<file path="config.mk">
export PLATFORM = sky130hd
export DESIGN_NAME = boot_loader
export DESIGN_NICKNAME = d
export VERILOG_FILES = /design/src/design/boot_loader_pkg.sv /design/src/design/byte_stream_if.sv /design/src/design/boot_loader.sv /design/src/design/byte_fifo.sv /design/src/design/header_collector.sv
export SDC_FILE = /design/constraint.sdc
export NUM_CORES = 1
export LEC_CHECK = 0
export ABC_AREA = 1
export BUFFER_PORTS_ARGS = -buffer_cell sky130_fd_sc_hd__buf_2
export CAP_MARGIN = 20
export CORE_MARGIN = 2
export CORE_UTILIZATION = 50
export CTS_BUF_LIST = sky130_fd_sc_hd__clkbuf_2 sky130_fd_sc_hd__clkbuf_4 sky130_fd_sc_hd__clkbuf_8
export DETAILED_ROUTE_END_ITERATION = 16
export GPL_ROUTABILITY_DRIVEN = 0
export PLACE_DENSITY_LB_ADDON = 0.15
export RECOVER_POWER = 50
export SYNTH_ARGS = -nofsm -noshare
export SYNTH_HDL_FRONTEND = slang
export SYNTH_HIERARCHICAL = 1
export SYNTH_SLANG_ARGS = --single-unit
</file>
<file path="constraint.sdc">
create_clock -name core_clk -period 5.9 [get_ports core_clk]
set_input_delay 1.18 -clock core_clk [delete_from_list [all_inputs] [get_ports core_clk]]
set_output_delay 1.18 -clock core_clk [all_outputs]
set_load 0.05 [all_outputs]
</file>
<file path="src/design/boot_loader_pkg.sv">
package boot_loader_pkg;
  // Boot source strap codes
  localparam logic [1:0] MODE_NO_BOOT = 2'h0;
  localparam logic [1:0] MODE_PROM = 2'h1;
  localparam logic [1:0] MODE_SPI_SLAVE = 2'h2;
  localparam logic [1:0] MODE_SPI_MEM = 2'h3;
  // Execution start addresses
  localparam logic [31:0] NO_BOOT_ADDR = 32'h2000_0000;
  localparam logic [31:0] L1_START_A = 32'hffa0_0000;
  localparam logic [31:0] L1_START_B = 32'hffa0_8000;
  localparam logic [31:0] ADDR_RESET = 32'h0000_0000;
  // Reset configuration
  localparam int RESET_CFG_W = 16;
  localparam int BYPASS_BIT = 4;
  // Block header layout, low byte first
  localparam int HDR_BYTES = 10;
  localparam int ADDR_BYTES = 4;
  localparam int COUNT_BYTES = 4;
  localparam logic [3:0] HDR_LAST_IDX = 4'h9;
  // Flag word bit positions
  localparam int FLAG_ZERO_FILL = 0;
  localparam int FLAG_IGNORE = 4;
  localparam int FLAG_INIT = 3;
  localparam int FLAG_LAST = 15;
  // Byte path
  localparam int BYTE_W = 8;
  localparam int FIFO_DEPTH = 4;
  localparam logic [15:0] BLOCK_CNT_RESET = 16'h0000;
endpackage

</file>
<file path="src/design/byte_stream_if.sv">
`timescale 1ns/100ps
interface byte_stream_if;
  logic [7:0] data;
  logic valid;
  logic ready;
  modport src(output data, output valid, input ready);
  modport snk(input data, input valid, output ready);
  modport tap(input data, input valid, input ready);
endinterface

</file>
<file path="src/design/boot_loader.sv">
// Summary of operation
// RL1: Pins 00: skip loading, run from external bank 0 at 0x2000_0000.
// RL2: Pins 01: take the boot stream from parallel PROM or flash.
// RL3: Pins 10: act as SPI slave; the external host supplies the stream.
// RL4: Pins 11: read the boot stream from addressable SPI memory.
// RL5: Leave reset service, enter supervisor at lowest level before any check.
// RL6: Reset config bit 4 set skips the boot and jumps to L1 start.
// RL7: L1 start is a variant parameter, used by loading modes and bypass.
// RL8: Stream is a run of blocks, each opened by a 10-byte header.
// RL9: Header order: 4-byte address, 4-byte count, 2-byte flag word.
// RL10: Count bytes are placed in memory starting at the header address.
// RL11: Nonzero block has a body; zero block is followed by next header.
// RL12: Stream starts with the first block header, no global header.
// RL13: Address and count are taken afresh for every block.
// RL14: Zero-fill block writes count zero bytes and reads no body.
// RL15: Ignore block is not stored; loading moves to the next block.
// RL16: Init block is loaded, called as a routine, then loading resumes.
// RL17: After the last block jump to L1 start, still supervisor, lowest level.
// RL18: Header fields arrive low byte first; flag positions are constants.
// RL19: Bytes are taken only as the source delivers them, stalling in place.
`timescale 1ns/100ps
module boot_loader
  import boot_loader_pkg::*;
#(
  parameter bit l1_variant_b = 1'b0
) (
  // Clock and reset
  input wire logic core_clk,
  input wire logic rst,
  // Straps and configuration
  input wire logic [1:0] boot_source_select_pins,
  input wire logic [RESET_CFG_W-1:0] reset_config_register,
  // Boot byte source
  input wire logic [7:0] src_data,
  input wire logic src_valid,
  output logic src_ready,
  output logic src_enable,
  output logic [1:0] src_sel,
  // Memory write port
  output logic [31:0] mem_addr,
  output logic [7:0] mem_wdata,
  output logic mem_we,
  input wire logic mem_ready,
  // Initialization call
  output logic [31:0] call_addr,
  output logic call_req,
  input wire logic call_done,
  // Execution hand-off
  output logic [31:0] exec_addr,
  output logic exec_start,
  output logic reset_service,
  output logic supervisor_mode,
  output logic lowest_priority_level,
  // Status
  output logic loader_busy,
  output logic boot_done,
  output logic [15:0] blocks_loaded
);
  typedef enum logic [3:0] {
    st_reset_svc,
    st_level,
    st_check,
    st_hdr_go,
    st_header,
    st_decide,
    st_copy,
    st_fill,
    st_skip,
    st_after,
    st_call,
    st_post,
    st_jump,
    st_done
  } loader_state_t;

  localparam logic [31:0] L1_START = l1_variant_b ? L1_START_B : L1_START_A; // RL7

  loader_state_t state;
  loader_state_t next_state;
  logic [1:0] pins_meta;
  logic [1:0] pins_sync;
  logic [1:0] mode;
  logic [31:0] dest;
  logic [31:0] remaining;
  logic hdr_busy;
  logic hdr_done;
  logic [31:0] hdr_addr;
  logic [31:0] hdr_count;
  logic [15:0] hdr_flags;
  logic fifo_in_ready;

  // Straps come from pins, so two stages before anyone looks.
  // No reset here: the stages keep sampling during reset, so the
  // strap has settled by the time the level state captures it
  always_ff @(posedge core_clk) begin
    pins_meta <= boot_source_select_pins;
    pins_sync <= pins_meta;
  end

  // Empty count: no body to write or skip
  function automatic logic is_empty(input logic [31:0] n);
    is_empty = (n == 32'h0000_0000);
  endfunction

  // One step of a block pointer, up or down
  function automatic logic [31:0] advance(input logic [31:0] v, input logic up);
    advance = up ? v + 32'h0000_0001 : v - 32'h0000_0001;
  endfunction

  // Source bytes pass a short FIFO so the source waits on memory only once all FIFO_DEPTH entries are full
  byte_stream_if bs();

  byte_fifo #(
    .WIDTH(BYTE_W),
    .DEPTH(FIFO_DEPTH)
  ) u_fifo (
    .clk(core_clk),
    .rst(rst),
    .in_data(src_data),
    .in_valid(src_valid && src_enable),
    .in_ready(fifo_in_ready),
    .out(bs.src)
  );

  assign src_ready = fifo_in_ready && src_enable; // RL19

  header_collector u_hdr (
    .clk(core_clk),
    .rst(rst),
    .start(state == st_hdr_go),
    .busy(hdr_busy),
    .done(hdr_done),
    .bs(bs.tap),
    .addr(hdr_addr),
    .count(hdr_count),
    .flags(hdr_flags)
  );

  // Flag decode; the collector holds them until the next header
  wire flag_zero = hdr_flags[FLAG_ZERO_FILL];
  wire flag_ignore = hdr_flags[FLAG_IGNORE];
  wire flag_init = hdr_flags[FLAG_INIT];
  wire flag_last = hdr_flags[FLAG_LAST];
  wire bypass = reset_config_register[BYPASS_BIT];
  wire no_boot = (mode == MODE_NO_BOOT);

  // Body handshakes
  wire rem_zero = is_empty(remaining);
  wire wr_free = !mem_we || mem_ready;
  wire copy_rdy = (state == st_copy) && wr_free && !rem_zero;
  wire skip_rdy = (state == st_skip) && !rem_zero;
  wire copy_take = copy_rdy && bs.valid;
  wire skip_take = skip_rdy && bs.valid;
  wire fill_go = (state == st_fill) && wr_free && !rem_zero;
  wire put = copy_take || fill_go;
  wire step = put || skip_take;
  wire body_done = rem_zero && !mem_we;

  // Header, body or skip consume stream bytes; nothing else does
  assign bs.ready = hdr_busy || copy_rdy || skip_rdy; // RL19

  // Decisions that several registers follow
  wire to_jump = (next_state == st_jump);
  wire load_start = (state == st_check) && (next_state == st_hdr_go);

  always_comb begin
    next_state = state;
    unique case (state)
      st_reset_svc: next_state = st_level; // RL5
      st_level: next_state = st_check; // RL5
      st_check: begin
        if (no_boot) begin
          next_state = st_jump; // RL1
        end else if (bypass) begin
          next_state = st_jump; // RL6
        end else begin
          next_state = st_hdr_go; // RL12
        end
      end
      st_hdr_go: next_state = st_header; // RL8
      st_header: begin
        if (hdr_done) begin
          next_state = st_decide;
        end
      end
      st_decide: begin
        if (is_empty(hdr_count)) begin
          next_state = st_after; // RL11
        end else if (flag_zero) begin
          next_state = flag_ignore ? st_after : st_fill; // RL14
        end else if (flag_ignore) begin
          next_state = st_skip; // RL15
        end else begin
          next_state = st_copy; // RL10
        end
      end
      st_copy: begin
        if (body_done) begin
          next_state = st_after;
        end
      end
      st_fill: begin
        if (body_done) begin
          next_state = st_after;
        end
      end
      st_skip: begin
        if (rem_zero) begin
          next_state = st_after;
        end
      end
      st_after: begin
        next_state = (flag_init && !flag_ignore) ? st_call : st_post; // RL16
      end
      st_call: begin
        if (call_done) begin
          next_state = st_post; // RL16
        end
      end
      st_post: next_state = flag_last ? st_jump : st_hdr_go; // RL17 RL13
      st_jump: next_state = st_done;
      st_done: next_state = st_done;
    endcase
  end

  always_ff @(posedge core_clk) begin
    if (rst) begin
      state <= st_reset_svc;
    end else begin
      state <= next_state;
    end
  end

  // Strap caught after the synchroniser has settled
  always_ff @(posedge core_clk) begin
    if (rst) begin
      mode <= MODE_NO_BOOT;
    end else if (state == st_level) begin
      mode <= pins_sync;
    end
  end

  // Per-block destination and byte count
  always_ff @(posedge core_clk) begin
    if (rst) begin
      dest <= ADDR_RESET;
      remaining <= 32'h0000_0000;
    end else if (hdr_done) begin
      dest <= hdr_addr; // RL13
      remaining <= hdr_count; // RL10
    end else if (step) begin
      dest <= advance(dest, 1'b1);
      remaining <= advance(remaining, 1'b0);
    end
  end

  // Write request holds until memory accepts it; the next byte may
  // be issued in the accepting cycle, so writes run back to back
  always_ff @(posedge core_clk) begin
    if (rst) begin
      mem_we <= 1'b0;
      mem_addr <= ADDR_RESET;
      mem_wdata <= 8'h00;
    end else if (put) begin
      mem_we <= 1'b1;
      mem_addr <= dest; // RL10
      mem_wdata <= copy_take ? bs.data : 8'h00; // RL14
    end else if (mem_ready) begin
      mem_we <= 1'b0;
    end
  end

  // Init routine sits at the block's own destination
  always_ff @(posedge core_clk) begin
    if (rst) begin
      call_req <= 1'b0;
      call_addr <= ADDR_RESET;
    end else begin
      call_req <= (next_state == st_call); // RL16
      call_addr <= hdr_addr;
    end
  end

  // Source select follows the strap; disabled once execution starts
  always_ff @(posedge core_clk) begin
    if (rst) begin
      src_enable <= 1'b0;
      src_sel <= MODE_NO_BOOT;
    end else begin
      src_sel <= mode; // RL2 RL3 RL4
      if (load_start) begin
        src_enable <= 1'b1;
      end else if (to_jump) begin
        src_enable <= 1'b0;
      end
    end
  end

  // Hand-off target: no-boot goes external, every other path to L1
  // Pins 00 win over the bypass bit, so no-boot never loads
  always_ff @(posedge core_clk) begin
    if (rst) begin
      exec_addr <= ADDR_RESET;
      exec_start <= 1'b0;
    end else begin
      exec_start <= to_jump; // RL17
      if (to_jump) begin
        exec_addr <= (state == st_check && no_boot) ? NO_BOOT_ADDR : L1_START; // RL1 RL6 RL7
      end
    end
  end

  // Privilege level never changes again after the first cycles
  always_ff @(posedge core_clk) begin
    if (rst) begin
      reset_service <= 1'b1;
      supervisor_mode <= 1'b0;
      lowest_priority_level <= 1'b0;
    end else if (state == st_reset_svc) begin
      reset_service <= 1'b0; // RL5
      supervisor_mode <= 1'b1; // RL5 RL17
      lowest_priority_level <= 1'b1; // RL5 RL17
    end
  end

  always_ff @(posedge core_clk) begin
    if (rst) begin
      boot_done <= 1'b0;
      blocks_loaded <= BLOCK_CNT_RESET;
    end else begin
      if (state == st_jump) begin
        boot_done <= 1'b1;
      end
      if (state == st_post) begin
        blocks_loaded <= blocks_loaded + 16'h0001;
      end
    end
  end

  assign loader_busy = (state != st_done);
endmodule

</file>
<file path="src/design/byte_fifo.sv">
`timescale 1ns/100ps
module byte_fifo #(
  parameter int WIDTH = 8,
  parameter int DEPTH = 4
) (
  // Clock and reset
  input wire logic clk,
  input wire logic rst,
  // Fill side
  input wire logic [WIDTH-1:0] in_data,
  input wire logic in_valid,
  output logic in_ready,
  // Drain side
  byte_stream_if.src out
);
  localparam int AW = $clog2(DEPTH);
  logic [WIDTH-1:0] store [DEPTH];
  logic [AW:0] wr_ptr;
  logic [AW:0] rd_ptr;
  wire full = (wr_ptr[AW] != rd_ptr[AW]) && (wr_ptr[AW-1:0] == rd_ptr[AW-1:0]);
  wire empty = (wr_ptr == rd_ptr);
  wire push = in_valid && !full;
  wire pop = out.valid && out.ready;

  assign in_ready = !full;
  assign out.valid = !empty;
  assign out.data = store[rd_ptr[AW-1:0]];

  always_ff @(posedge clk) begin
    if (push) begin
      store[wr_ptr[AW-1:0]] <= in_data;
    end
  end

  always_ff @(posedge clk) begin
    if (rst) begin
      wr_ptr <= '0;
      rd_ptr <= '0;
    end else begin
      if (push) begin
        wr_ptr <= wr_ptr + 1'b1;
      end
      if (pop) begin
        rd_ptr <= rd_ptr + 1'b1;
      end
    end
  end
endmodule

</file>
<file path="src/design/header_collector.sv">
`timescale 1ns/100ps
module header_collector
  import boot_loader_pkg::*;
(
  // Clock and reset
  input wire logic clk,
  input wire logic rst,
  // Control
  input wire logic start,
  output logic busy,
  output logic done,
  // Byte stream, observed only
  byte_stream_if.tap bs,
  // Decoded header
  output logic [31:0] addr,
  output logic [31:0] count,
  output logic [15:0] flags
);
  logic [3:0] idx;
  wire take = busy && bs.valid && bs.ready;
  wire in_addr = idx < 4'(ADDR_BYTES);
  wire in_count = !in_addr && (idx < 4'(ADDR_BYTES + COUNT_BYTES));
  wire last_byte = take && (idx == HDR_LAST_IDX);

  always_ff @(posedge clk) begin
    if (rst) begin
      busy <= 1'b0;
      done <= 1'b0;
      idx <= 4'h0;
    end else begin
      done <= last_byte;
      if (start) begin
        busy <= 1'b1;
        idx <= 4'h0;
      end else if (last_byte) begin
        busy <= 1'b0;
      end else if (take) begin
        idx <= idx + 4'h1;
      end
    end
  end

  // Address, then count, then flags; each low byte first
  always_ff @(posedge clk) begin
    if (rst) begin
      addr <= ADDR_RESET;
      count <= 32'h0000_0000;
      flags <= 16'h0000;
    end else if (take && in_addr) begin
      addr[8*idx[1:0] +: 8] <= bs.data; // RL9 RL18
    end else if (take && in_count) begin
      count[8*idx[1:0] +: 8] <= bs.data; // RL9 RL18
    end else if (take) begin
      flags[8*idx[0] +: 8] <= bs.data; // RL9 RL18
    end
  end
endmodule

</file>
==> flow_metrics.py, run 1 <==
metrics = {
    "synth": {
        "syn_avg_cell_area_um2": 6.92,
        "synth_warnings": 6,
        "syn_inst": 2016,
        "syn_area_um2": 14000,
    },
    "cts": {
        "clockRootBuffer": "clkbuf_8",
        "cts_sinks": 287,
        "cts_tree": "built",
        "cts_buffers": 49,
        "clk_pin_slew_ns": 0.06,
        "clockBufferDepth": 3,
        "hold_buffers": 0,
        "cts.repair.resized": 0,
        "cts_htree_levels": 2,
        "clk-insertion-delay-late_ns": 0.58,
        "post_cts_buffers": 0,
    },
    "route": {
        "wl_per_cell_um": 14.1,
        "via_per_inst": 4.99,
        "remaining_drc_errors": 0,
        "final_antenna_net_count": 0,
        "drt_iter0_markers": 1070,
        "routed_wl_um": 35500,
        "vias": 12600,
        "drt_first_pass_iters": 5,
    },
    "timing": {
        "rsz0062_at_grt": "false",
        "setup_viol": 0,
        "drv_slew": 131,
        "clock_skew_ns": 0.0331,
        "max_slew_margin_pct": -126,
        "worst_slew_pin_slew_ns": 3.38,
        "period_minus_slack_ns": 4.31,
        "setup_tns_ns": 0,
        "fin_crit_sh_pct": 73.1,
        "hold_viol": 0,
        "clock.fmax_ghz": 0.232,
    },
    "worst_setup_path": {
        "cp_max_fo": 76,
        "critPathKind": "in -> reg",
        "worst-path-buf-inv": 2,
        "critPathMaxStageDelay_ns": 2.41,
        "r2r_cells": 13,
        "rr_endpoint": "u_hdr/addr[6]",
        "cpMaxStageDelayCell": "clkbuf_1",
        "crit_family": "buffers and inverters",
        "cp.arrival_ns": 4.56,
        "path_cells": "buf_4 > clkbuf_1 > nor2_1",
        "startpoint_type": "primary input",
        "reg2reg_setup_slack_ns": 2.81,
        "endpoint_kind": "flip-flop",
        "critical_path_required_ns": 6.15,
        "worstReg2RegStart": "remaining[0]",
    },
    "cells_and_area": {
        "antenna_cells": 0,
        "finalNetCount": 2155,
        "synthToLayoutAreaGrowth_pct": 10.9,
        "drive_above_1_share_pct": 7.93,
        "fillers": 2766,
    },
    "worst_hold_path": {
        "holdPathEnd": "pins_sync[1]",
        "hp-class": "reg -> reg",
        "hold_start": "pins_meta[1]",
        "min_path_cells": 0,
    },
    "power_and_ir_drop": {
        "p_int_w": 0.00320,
        "p_per_area_nw_per_um2": 282,
        "comb_power_share_pct": 10.0,
        "p_sw_share_pct": 26.8,
        "total_power_w": 0.00437,
        "p_switching_w": 0.00117,
        "clkPwrFrac_pct": 43.2,
        "ir_worst_vdd_v": 0.000258,
        "p_seq_share_pct": 46.8,
        "p_leak_nw": 6.60,
    },
    "outcome": {
        "outcome": "finished with violations",
        "failed_checks": "max-capacitance violations, max-slew violations",
    },
    "placed_design": {
        "port_buffers": 125,
        "hpwl_um": 25100,
    },
    "floorplanning": {
        "ios": 163,
        "dieHeight_um": 171,
        "rows": 61,
        "start_util_pct": 50.5,
        "die_w_um": 171,
        "die_area_um2": 29300,
        "core_um2": 27600,
    },
    "global_routing": {
        "grt_max_degree": 77,
        "grt.total_usage_pct": 23.7,
        "grt_pass1_wl_um": 55800,
        "grt_pass1_vias": 11100,
        "antenna_found_initial": 0,
        "overflow": 0,
    },
    "flow_run": {
        "cap_violations": 2,
    },
}
per-layer routing:
metal | routed length (µm) | global-route usage, %
met5 | 0 | 0
met4 | 1180 | 9.40
met3 | 2000 | 3.79
met2 | 16200 | 38.0
met1 | 16200 | 32.0
registers in the layout, summed over array words and instances, names as in the netlist, 8 cells and up, named ones only:
signal	count
mem_addr	32
blocks_loaded	16
u_fifo/store	32
u_hdr/count	32
u_hdr/addr	32
mem_wdata	8
call_addr	32
dest	32
remaining	32
worst max path at each step:
stage	end	slack [ns]	depth (start not counted)	from
after floorplan	u_hdr/count[18]	3.19	10	mem_ready
after detailed placement	remaining[17]	2.29	8	mem_ready
final	call_addr[28]	1.59	3	rst
after global placement	remaining[5]	2.33	8	mem_ready
after CTS	remaining[17]	2.51	12	remaining[0]
after global routing	call_addr[28]	1.34	3	rst
layout by cell type, fill, tap and decap left out, types with 6 or more instances in the layout:
cell and count:
nand4_1 18, xor2_1 21, nand2_2 13, nand3_1 98
nor3_1 25, clkinv_2 6, clkbuf_4 14, inv_2 10
inv_1 224, buf_2 35, clkbuf_1 91, clkbuf_8 60
xnor2_1 18, nand2_1 543, nor2_1 323, edfxtp_1 32
o21ai_0 112, a21oi_1 147, o22ai_1 8, dfxtp_1 254
ha_1 14, conb_1 22
worst register-to-register path, cell delays in order, from the launching register on:
cell and delay (ns):
dfxtp_1 0.33, inv_1 0.06, ha_1 0.23, nand2_1 0.12
nor2_2 0.10, nand2_2 0.16, nor2_4 0.08, nor3_4 0.36
or3_1 0.37, nand3_4 0.19, nor2_8 0.29, nand2_1 0.30
nand2_1 0.15, a21oi_1 0.07
final cells by class:
type / instances / area (µm²) / share of cell area, %
Inverter: 235 / 882 / 5.70
Multi-Input combinational cell: 1405 / 6430 / 41.6
Clock inverter: 12 / 113 / 0.728
Timing Repair Buffer: 132 / 574 / 3.71
Tap cell: 378 / 473 / 3.06
Clock buffer: 74 / 931 / 6.02
Sequential cell: 287 / 6070 / 39.2
metrics by stage:
stage / utilization (%) / std cells / setup slack (ns) / cell area, µm² / hold WS [ns]
after detailed placement: 52.6 / 2436 / 2.29 / 14500 / 0.315
final: 56.0 / 2523 / 1.59 / 15500 / 0.331
after global placement: 52.6 / 2436 / 2.33 / 14500 / 0.312
after global routing: 56.0 / 2523 / 1.34 / 15500 / 0.347
after floorplan: - / 2037 / 3.19 / 14000 / 0.310
after CTS: 56.4 / 2522 / 2.51 / 15600 / 0.334
power by group through the flow:
stage | clock, W | combinational, W | sequential (W)
after CTS | 0.00193 | 0.000442 | 0.00204
after detailed placement | 0 | 0.000441 | 0.00209
final | 0.00189 | 0.000437 | 0.00205
after floorplan | 0 | 0.000324 | 0.00214
after global routing | 0.00202 | 0.000480 | 0.00205
after global placement | 0 | 0.000438 | 0.00209
No activity file was read; power rests on OpenSTA's default activity.
==> inputs of run 2 (changes only) <==
- clock period: 5.9 -> 4.4 ns (I/O delays scaled with it)
==> run 2 against run 1 <==
  * The run still ends with max-capacitance violations, max-slew violations left
  * Wire length grew 3.1%
  * Flip-flop and latch count did not move
  * Register-to-register slack worse by 1.7 ns
  * Total power up 33%
  * Sequential share of layout area increased by 0.15 points
  * Cell count hardly changed
  * Non-clock buffer count down 1
  * Count of clock-buffer cells in the layout stayed put
  * Worst setup slack worse by 0.50 ns
  * Critical path type is now reg -> reg
  * Largest cell class unchanged
  * Highest routed layer unchanged
==> flow_metrics.py, run 2 (synthesis gave the netlist of run 1 again) <==
metrics = {
    "outcome": {
        "outcome": "finished with violations",
        "failed_checks": "max-capacitance violations, max-slew violations",
    },
    "route": {
        "drt_first_pass_iters": 5,
        "remaining_drc_errors": 0,
        "wl_per_cell_um": 14.5,
        "via_per_inst": 5.01,
        "drt_iter0_markers": 1100,
        "final_antenna_net_count": 0,
        "routed_wl_um": 36600,
        "vias": 12600,
    },
    "worst_setup_path": {
        "critical_path_required_ns": 4.77,
        "endpoint_kind": "flip-flop",
        "worst-path-buf-inv": 2,
        "critPathKind": "reg -> reg",
        "cp.arrival_ns": 3.68,
        "path_cells": "inv_1 > ha_1 > nand2_1 > nor2_2 > nand2_2 > nor2_4 > nor2_1 > nand2_2 > nand4_2 > buf_12 > nand2_1 > a21oi_1",
        "startpoint": "remaining[0]",
        "startpoint_type": "flip-flop",
        "critPathMaxStageDelay_ns": 0.84,
        "cpMaxStageDelayCell": "nand4_2",
        "crit_family": "simple AND/OR/NAND/NOR gates",
        "cp_max_fo": 33,
        "worstReg2RegStart": "remaining[0]",
    },
    "cts": {
        "clockBufferDepth": 3,
        "cts_sinks": 287,
        "post_cts_buffers": 0,
        "cts_tree": "built",
        "cts_buffers": 49,
        "clockRootBuffer": "clkbuf_8",
        "clk_pin_slew_ns": 0.06,
        "cts.repair.resized": 0,
        "hold_buffers": 0,
        "clk-insertion-delay-late_ns": 0.56,
        "cts_htree_levels": 2,
    },
    "cells_and_area": {
        "layout_commonest_cell": "nand2_1",
        "antenna_cells": 0,
        "synthToLayoutAreaGrowth_pct": 10.4,
        "drive_above_1_share_pct": 7.41,
        "finalNetCount": 2154,
        "mostFrequentLayoutCells": "nand2_1, nor2_1, dfxtp_1",
        "fin_util_pct": 55.8,
    },
    "placed_design": {
        "hpwl_um": 25800,
        "port_buffers": 125,
    },
    "floorplanning": {
        "ios": 163,
        "die_w_um": 171,
        "dieHeight_um": 171,
        "start_util_pct": 50.5,
        "rows": 61,
        "core_um2": 27600,
        "die_area_um2": 29300,
    },
    "worst_hold_path": {
        "hold_start": "pins_meta[1]",
        "hp-class": "reg -> reg",
    },
    "timing": {
        "clock.fmax_ghz": 0.302,
        "max_slew_margin_pct": -34.0,
        "clock_skew_ns": 0.0326,
        "setup_viol": 0,
        "period_minus_slack_ns": 3.32,
        "hold_viol": 0,
        "drv_slew": 133,
        "rsz0062_at_grt": "false",
        "setup_tns_ns": 0,
        "fin_crit_sh_pct": 75.4,
        "worst_slew_pin_slew_ns": 2.01,
    },
    "power_and_ir_drop": {
        "p_per_area_nw_per_um2": 376,
        "p_leak_nw": 6.56,
        "ir_worst_vdd_v": 0.000289,
    },
    "global_routing": {
        "overflow": 0,
        "grt_max_degree": 79,
        "antenna_found_initial": 0,
        "grt_pass1_vias": 11200,
        "grt_pass1_wl_um": 57100,
        "grt.total_usage_pct": 24.4,
    },
    "flow_run": {
        "cap_violations": 2,
    },
}
run 2: layer usage:
layer  vias up  part of all wire (%)  global-route usage [%]
met5         -                     0                       0
li1       6467                     -                       -
met3        83                   5.8                    3.38
met4         0                   3.0                    8.07
met1      5693                    46                    33.0
met2       401                    46                    40.2
run 2: metrics by stage:
step           cells  hold WS (ns)  setup slack (ns)  total power (W)  cell area [µm²]
5_1_grt         2525         0.345             0.862          0.00603            15400
3_5_place_dp    2436         0.312              1.17          0.00339            14500
6_report        2525         0.325              1.08          0.00579            15400
2_1_floorplan   2037         0.310              1.99          0.00331            14000
3_3_place_gp    2436         0.314              1.20          0.00339            14500
4_1_cts         2525         0.326              1.14          0.00585            15600
run 2: where the power goes:
| part | internal [W] | total [W] | switching, W |
|---|---|---|---|
| logic | 0.000124 | 0.000586 | 0.000462 |
| clock network | 0.00139 | 0.00246 | 0.00107 |
| registers | 0.00270 | 0.00274 | 0.0000418 |
| total | 0.00422 | 0.00579 | 0.00157 |
run 2: area by class of cell:
| class | instances | area, µm² |
|---|---|---|
| Multi-Input combinational cell | 1405 | 6420 |
| Clock inverter | 15 | 96.3 |
| Clock buffer | 74 | 918 |
| Tap cell | 378 | 473 |
| Sequential cell | 287 | 6070 |
| Inverter | 235 | 882 |
| Fill cell | 2884 | 12200 |
| Timing Repair Buffer | 131 | 558 |
run 2: final timing paths:
check / slack (ns) / endpoint / depth (start not counted)
worst min register to register: 0.32 / pins_sync[1] / 0
worst max register to register: 1.08 / dest[29] / 12
worst min-delay path: 0.32 / pins_sync[1] / 0
worst max-delay path: 1.08 / dest[29] / 12
==> inputs of run 3 (changes only) <==
- ABC_AREA: 1 -> 0
- clock period: 4.4 -> 3.2 ns (I/O delays scaled with it)
==> run 3 against run 2 <==
  * Hold slack got worse by 0.13 ns
  * Register-to-register slack got worse by 0.94 ns
  * Maximum frequency rose by 8.5%
  * Combinational power rose by 61%
  * Critical endpoint is now u_hdr/addr[25]
  * Clock skew fell by 0.015 ns
  * Largest cell class is now registers
  * The flow now finishes without violations
==> flow_metrics.py, run 3 <==
metrics = {
    "cells_and_area": {
        "mostFrequentLayoutCells": "dfxtp_1, nor2_1, clkbuf_1",
        "synthToLayoutAreaGrowth_pct": 13.4,
        "layout_commonest_cell": "dfxtp_1",
        "finalNetCount": 1493,
        "drive_above_1_share_pct": 11.4,
        "antenna_cells": 0,
    },
    "cts": {
        "cts_tree": "built",
        "clk_pin_slew_ns": 0.06,
        "clk-insertion-delay-late_ns": 0.55,
        "cts_sinks": 287,
        "clockBufferDepth": 3,
        "post_cts_buffers": 0,
        "cts_htree_levels": 2,
        "cts_buffers": 49,
        "clockRootBuffer": "clkbuf_8",
        "hold_buffers": 0,
    },
    "worst_hold_path": {
        "hp-class": "in -> reg",
        "hold_start": "boot_source_select_pins[0]",
        "min_path_cells": 1,
        "holdPathEnd": "pins_meta[0]",
    },
    "worst_setup_path": {
        "startpoint_type": "flip-flop",
        "endpoint_kind": "flip-flop",
        "rr_endpoint": "u_hdr/addr[25]",
        "critical_path_required_ns": 3.62,
        "cp_max_fo": 9,
        "cp.arrival_ns": 3.47,
        "reg2reg_setup_slack_ns": 0.14,
        "critPathKind": "reg -> reg",
        "r2r_cells": 9,
        "worstReg2RegStart": "remaining[0]",
    },
    "timing": {
        "drv_slew": 0,
        "max_slew_margin_pct": 13.0,
        "fin_crit_sh_pct": 95.5,
        "worst_slew_pin_slew_ns": 1.31,
        "period_minus_slack_ns": 3.06,
        "clock.fmax_ghz": 0.327,
        "setup_tns_ns": 0,
        "rsz0062_at_grt": "false",
        "clock_skew_ns": 0.0175,
        "setup_viol": 0,
        "worst_slack_ns": 0.144,
        "hold_viol": 0,
    },
    "synth": {
        "syn_inst": 1335,
        "synth_warnings": 6,
        "syn_avg_cell_area_um2": 9.56,
        "syn_area_um2": 12800,
    },
    "placed_design": {
        "hpwl_um": 19600,
        "pre_cts_ws_ns": 0.0728,
        "port_buffers": 125,
    },
    "global_routing": {
        "grt_pass1_wl_um": 47400,
        "grt_max_degree": 133,
        "grt.total_usage_pct": 21.7,
        "overflow": 0,
        "antenna_found_initial": 0,
        "grt_pass1_vias": 9372,
    },
    "route": {
        "routed_wl_um": 29300,
        "vias": 9711,
        "remaining_drc_errors": 0,
        "via_per_inst": 5.35,
        "wl_per_cell_um": 16.2,
        "final_antenna_net_count": 0,
        "drt_iter0_markers": 558,
        "drt_first_pass_iters": 5,
    },
    "floorplanning": {
        "ios": 163,
        "rows": 58,
        "die_w_um": 164,
        "dieHeight_um": 164,
        "start_util_pct": 50.8,
        "die_area_um2": 26800,
        "core_um2": 25100,
    },
    "power_and_ir_drop": {
        "p_per_area_nw_per_um2": 577,
        "ir_worst_vdd_v": 0.000463,
        "p_leak_nw": 5.38,
    },
    "outcome": {
        "outcome": "finished clean",
    },
    "flow_run": {
        "cap_violations": 0,
    },
}
-- run 3: routing by layer --
| metal | routed length (µm) | global-route usage (%) |
|---|---|---|
| met1 | 13500 | 28.6 |
| met2 | 13700 | 36.2 |
| met3 | 1430 | 3.79 |
| met4 | 722 | 7.22 |
| met5 | 0 | 0 |
-- run 3: worst max-delay path, stage by stage (launching register included) --
cell and delay [ns]:
dfxtp_1 0.31, inv_1 0.07, ha_1 0.19, or4b_1 0.50, or4_1 0.57, nor3_2 0.23, o21bai_1 0.11, and4b_2 0.35
and3b_1 0.40, mux2i_1 0.19
-- run 3: worst max path at each step --
stage	slack, ns	startpoint	depth (start not counted)	endpoint
2_1_floorplan	0.07	remaining[0]	11	u_hdr/count[5]
3_3_place_gp	0.13	remaining[0]	9	u_hdr/addr[26]
3_5_place_dp	0.07	remaining[0]	9	u_hdr/addr[25]
4_1_cts	0.05	remaining[0]	9	u_hdr/addr[25]
5_1_grt	0.01	remaining[0]	10	u_hdr/addr[7]
6_report	0.14	remaining[0]	9	u_hdr/addr[25]
-- run 3: layout make-up --
cell class | instances | area [µm²]
clock buffers | 71 | 908
clock inverters | 16 | 180
fillers | 2344 | 10600
inverters | 56 | 213
multi-input cells | 897 | 5950
flip-flops and latches | 287 | 6070
well taps | 330 | 413
repair buffers | 157 | 744
-- run 3: metrics by stage --
step / power, W / hold WS, ns / cell area, µm² / utilization, % / std cells
2_1_floorplan: 0.00468 / 0.310 / 12800 / - / 1356
3_3_place_gp: 0.00484 / 0.311 / 13500 / 53.9 / 1727
3_5_place_dp: 0.00484 / 0.319 / 13500 / 53.9 / 1727
4_1_cts: 0.00846 / 0.158 / 14600 / 58.2 / 1814
5_1_grt: 0.00871 / 0.162 / 14500 / 57.6 / 1814
6_report: 0.00835 / 0.193 / 14500 / 57.6 / 1814
-- run 3: report_power, final --
part	leakage, nW	switching [W]	internal (W)	total (W)
clock network	0.579	0.00145	0.00215	0.00360
registers	2.34	0.000107	0.00371	0.00381
logic	2.46	0.000665	0.000278	0.000942
-- run 3: repair_timing --
| item | CTS | global route |
|---|---|---|
| endpoints found under the hold margin | 0 | 0 |
| gates resized for setup | 0 | 2 |
| endpoints found under the setup margin | 0 | 35 |
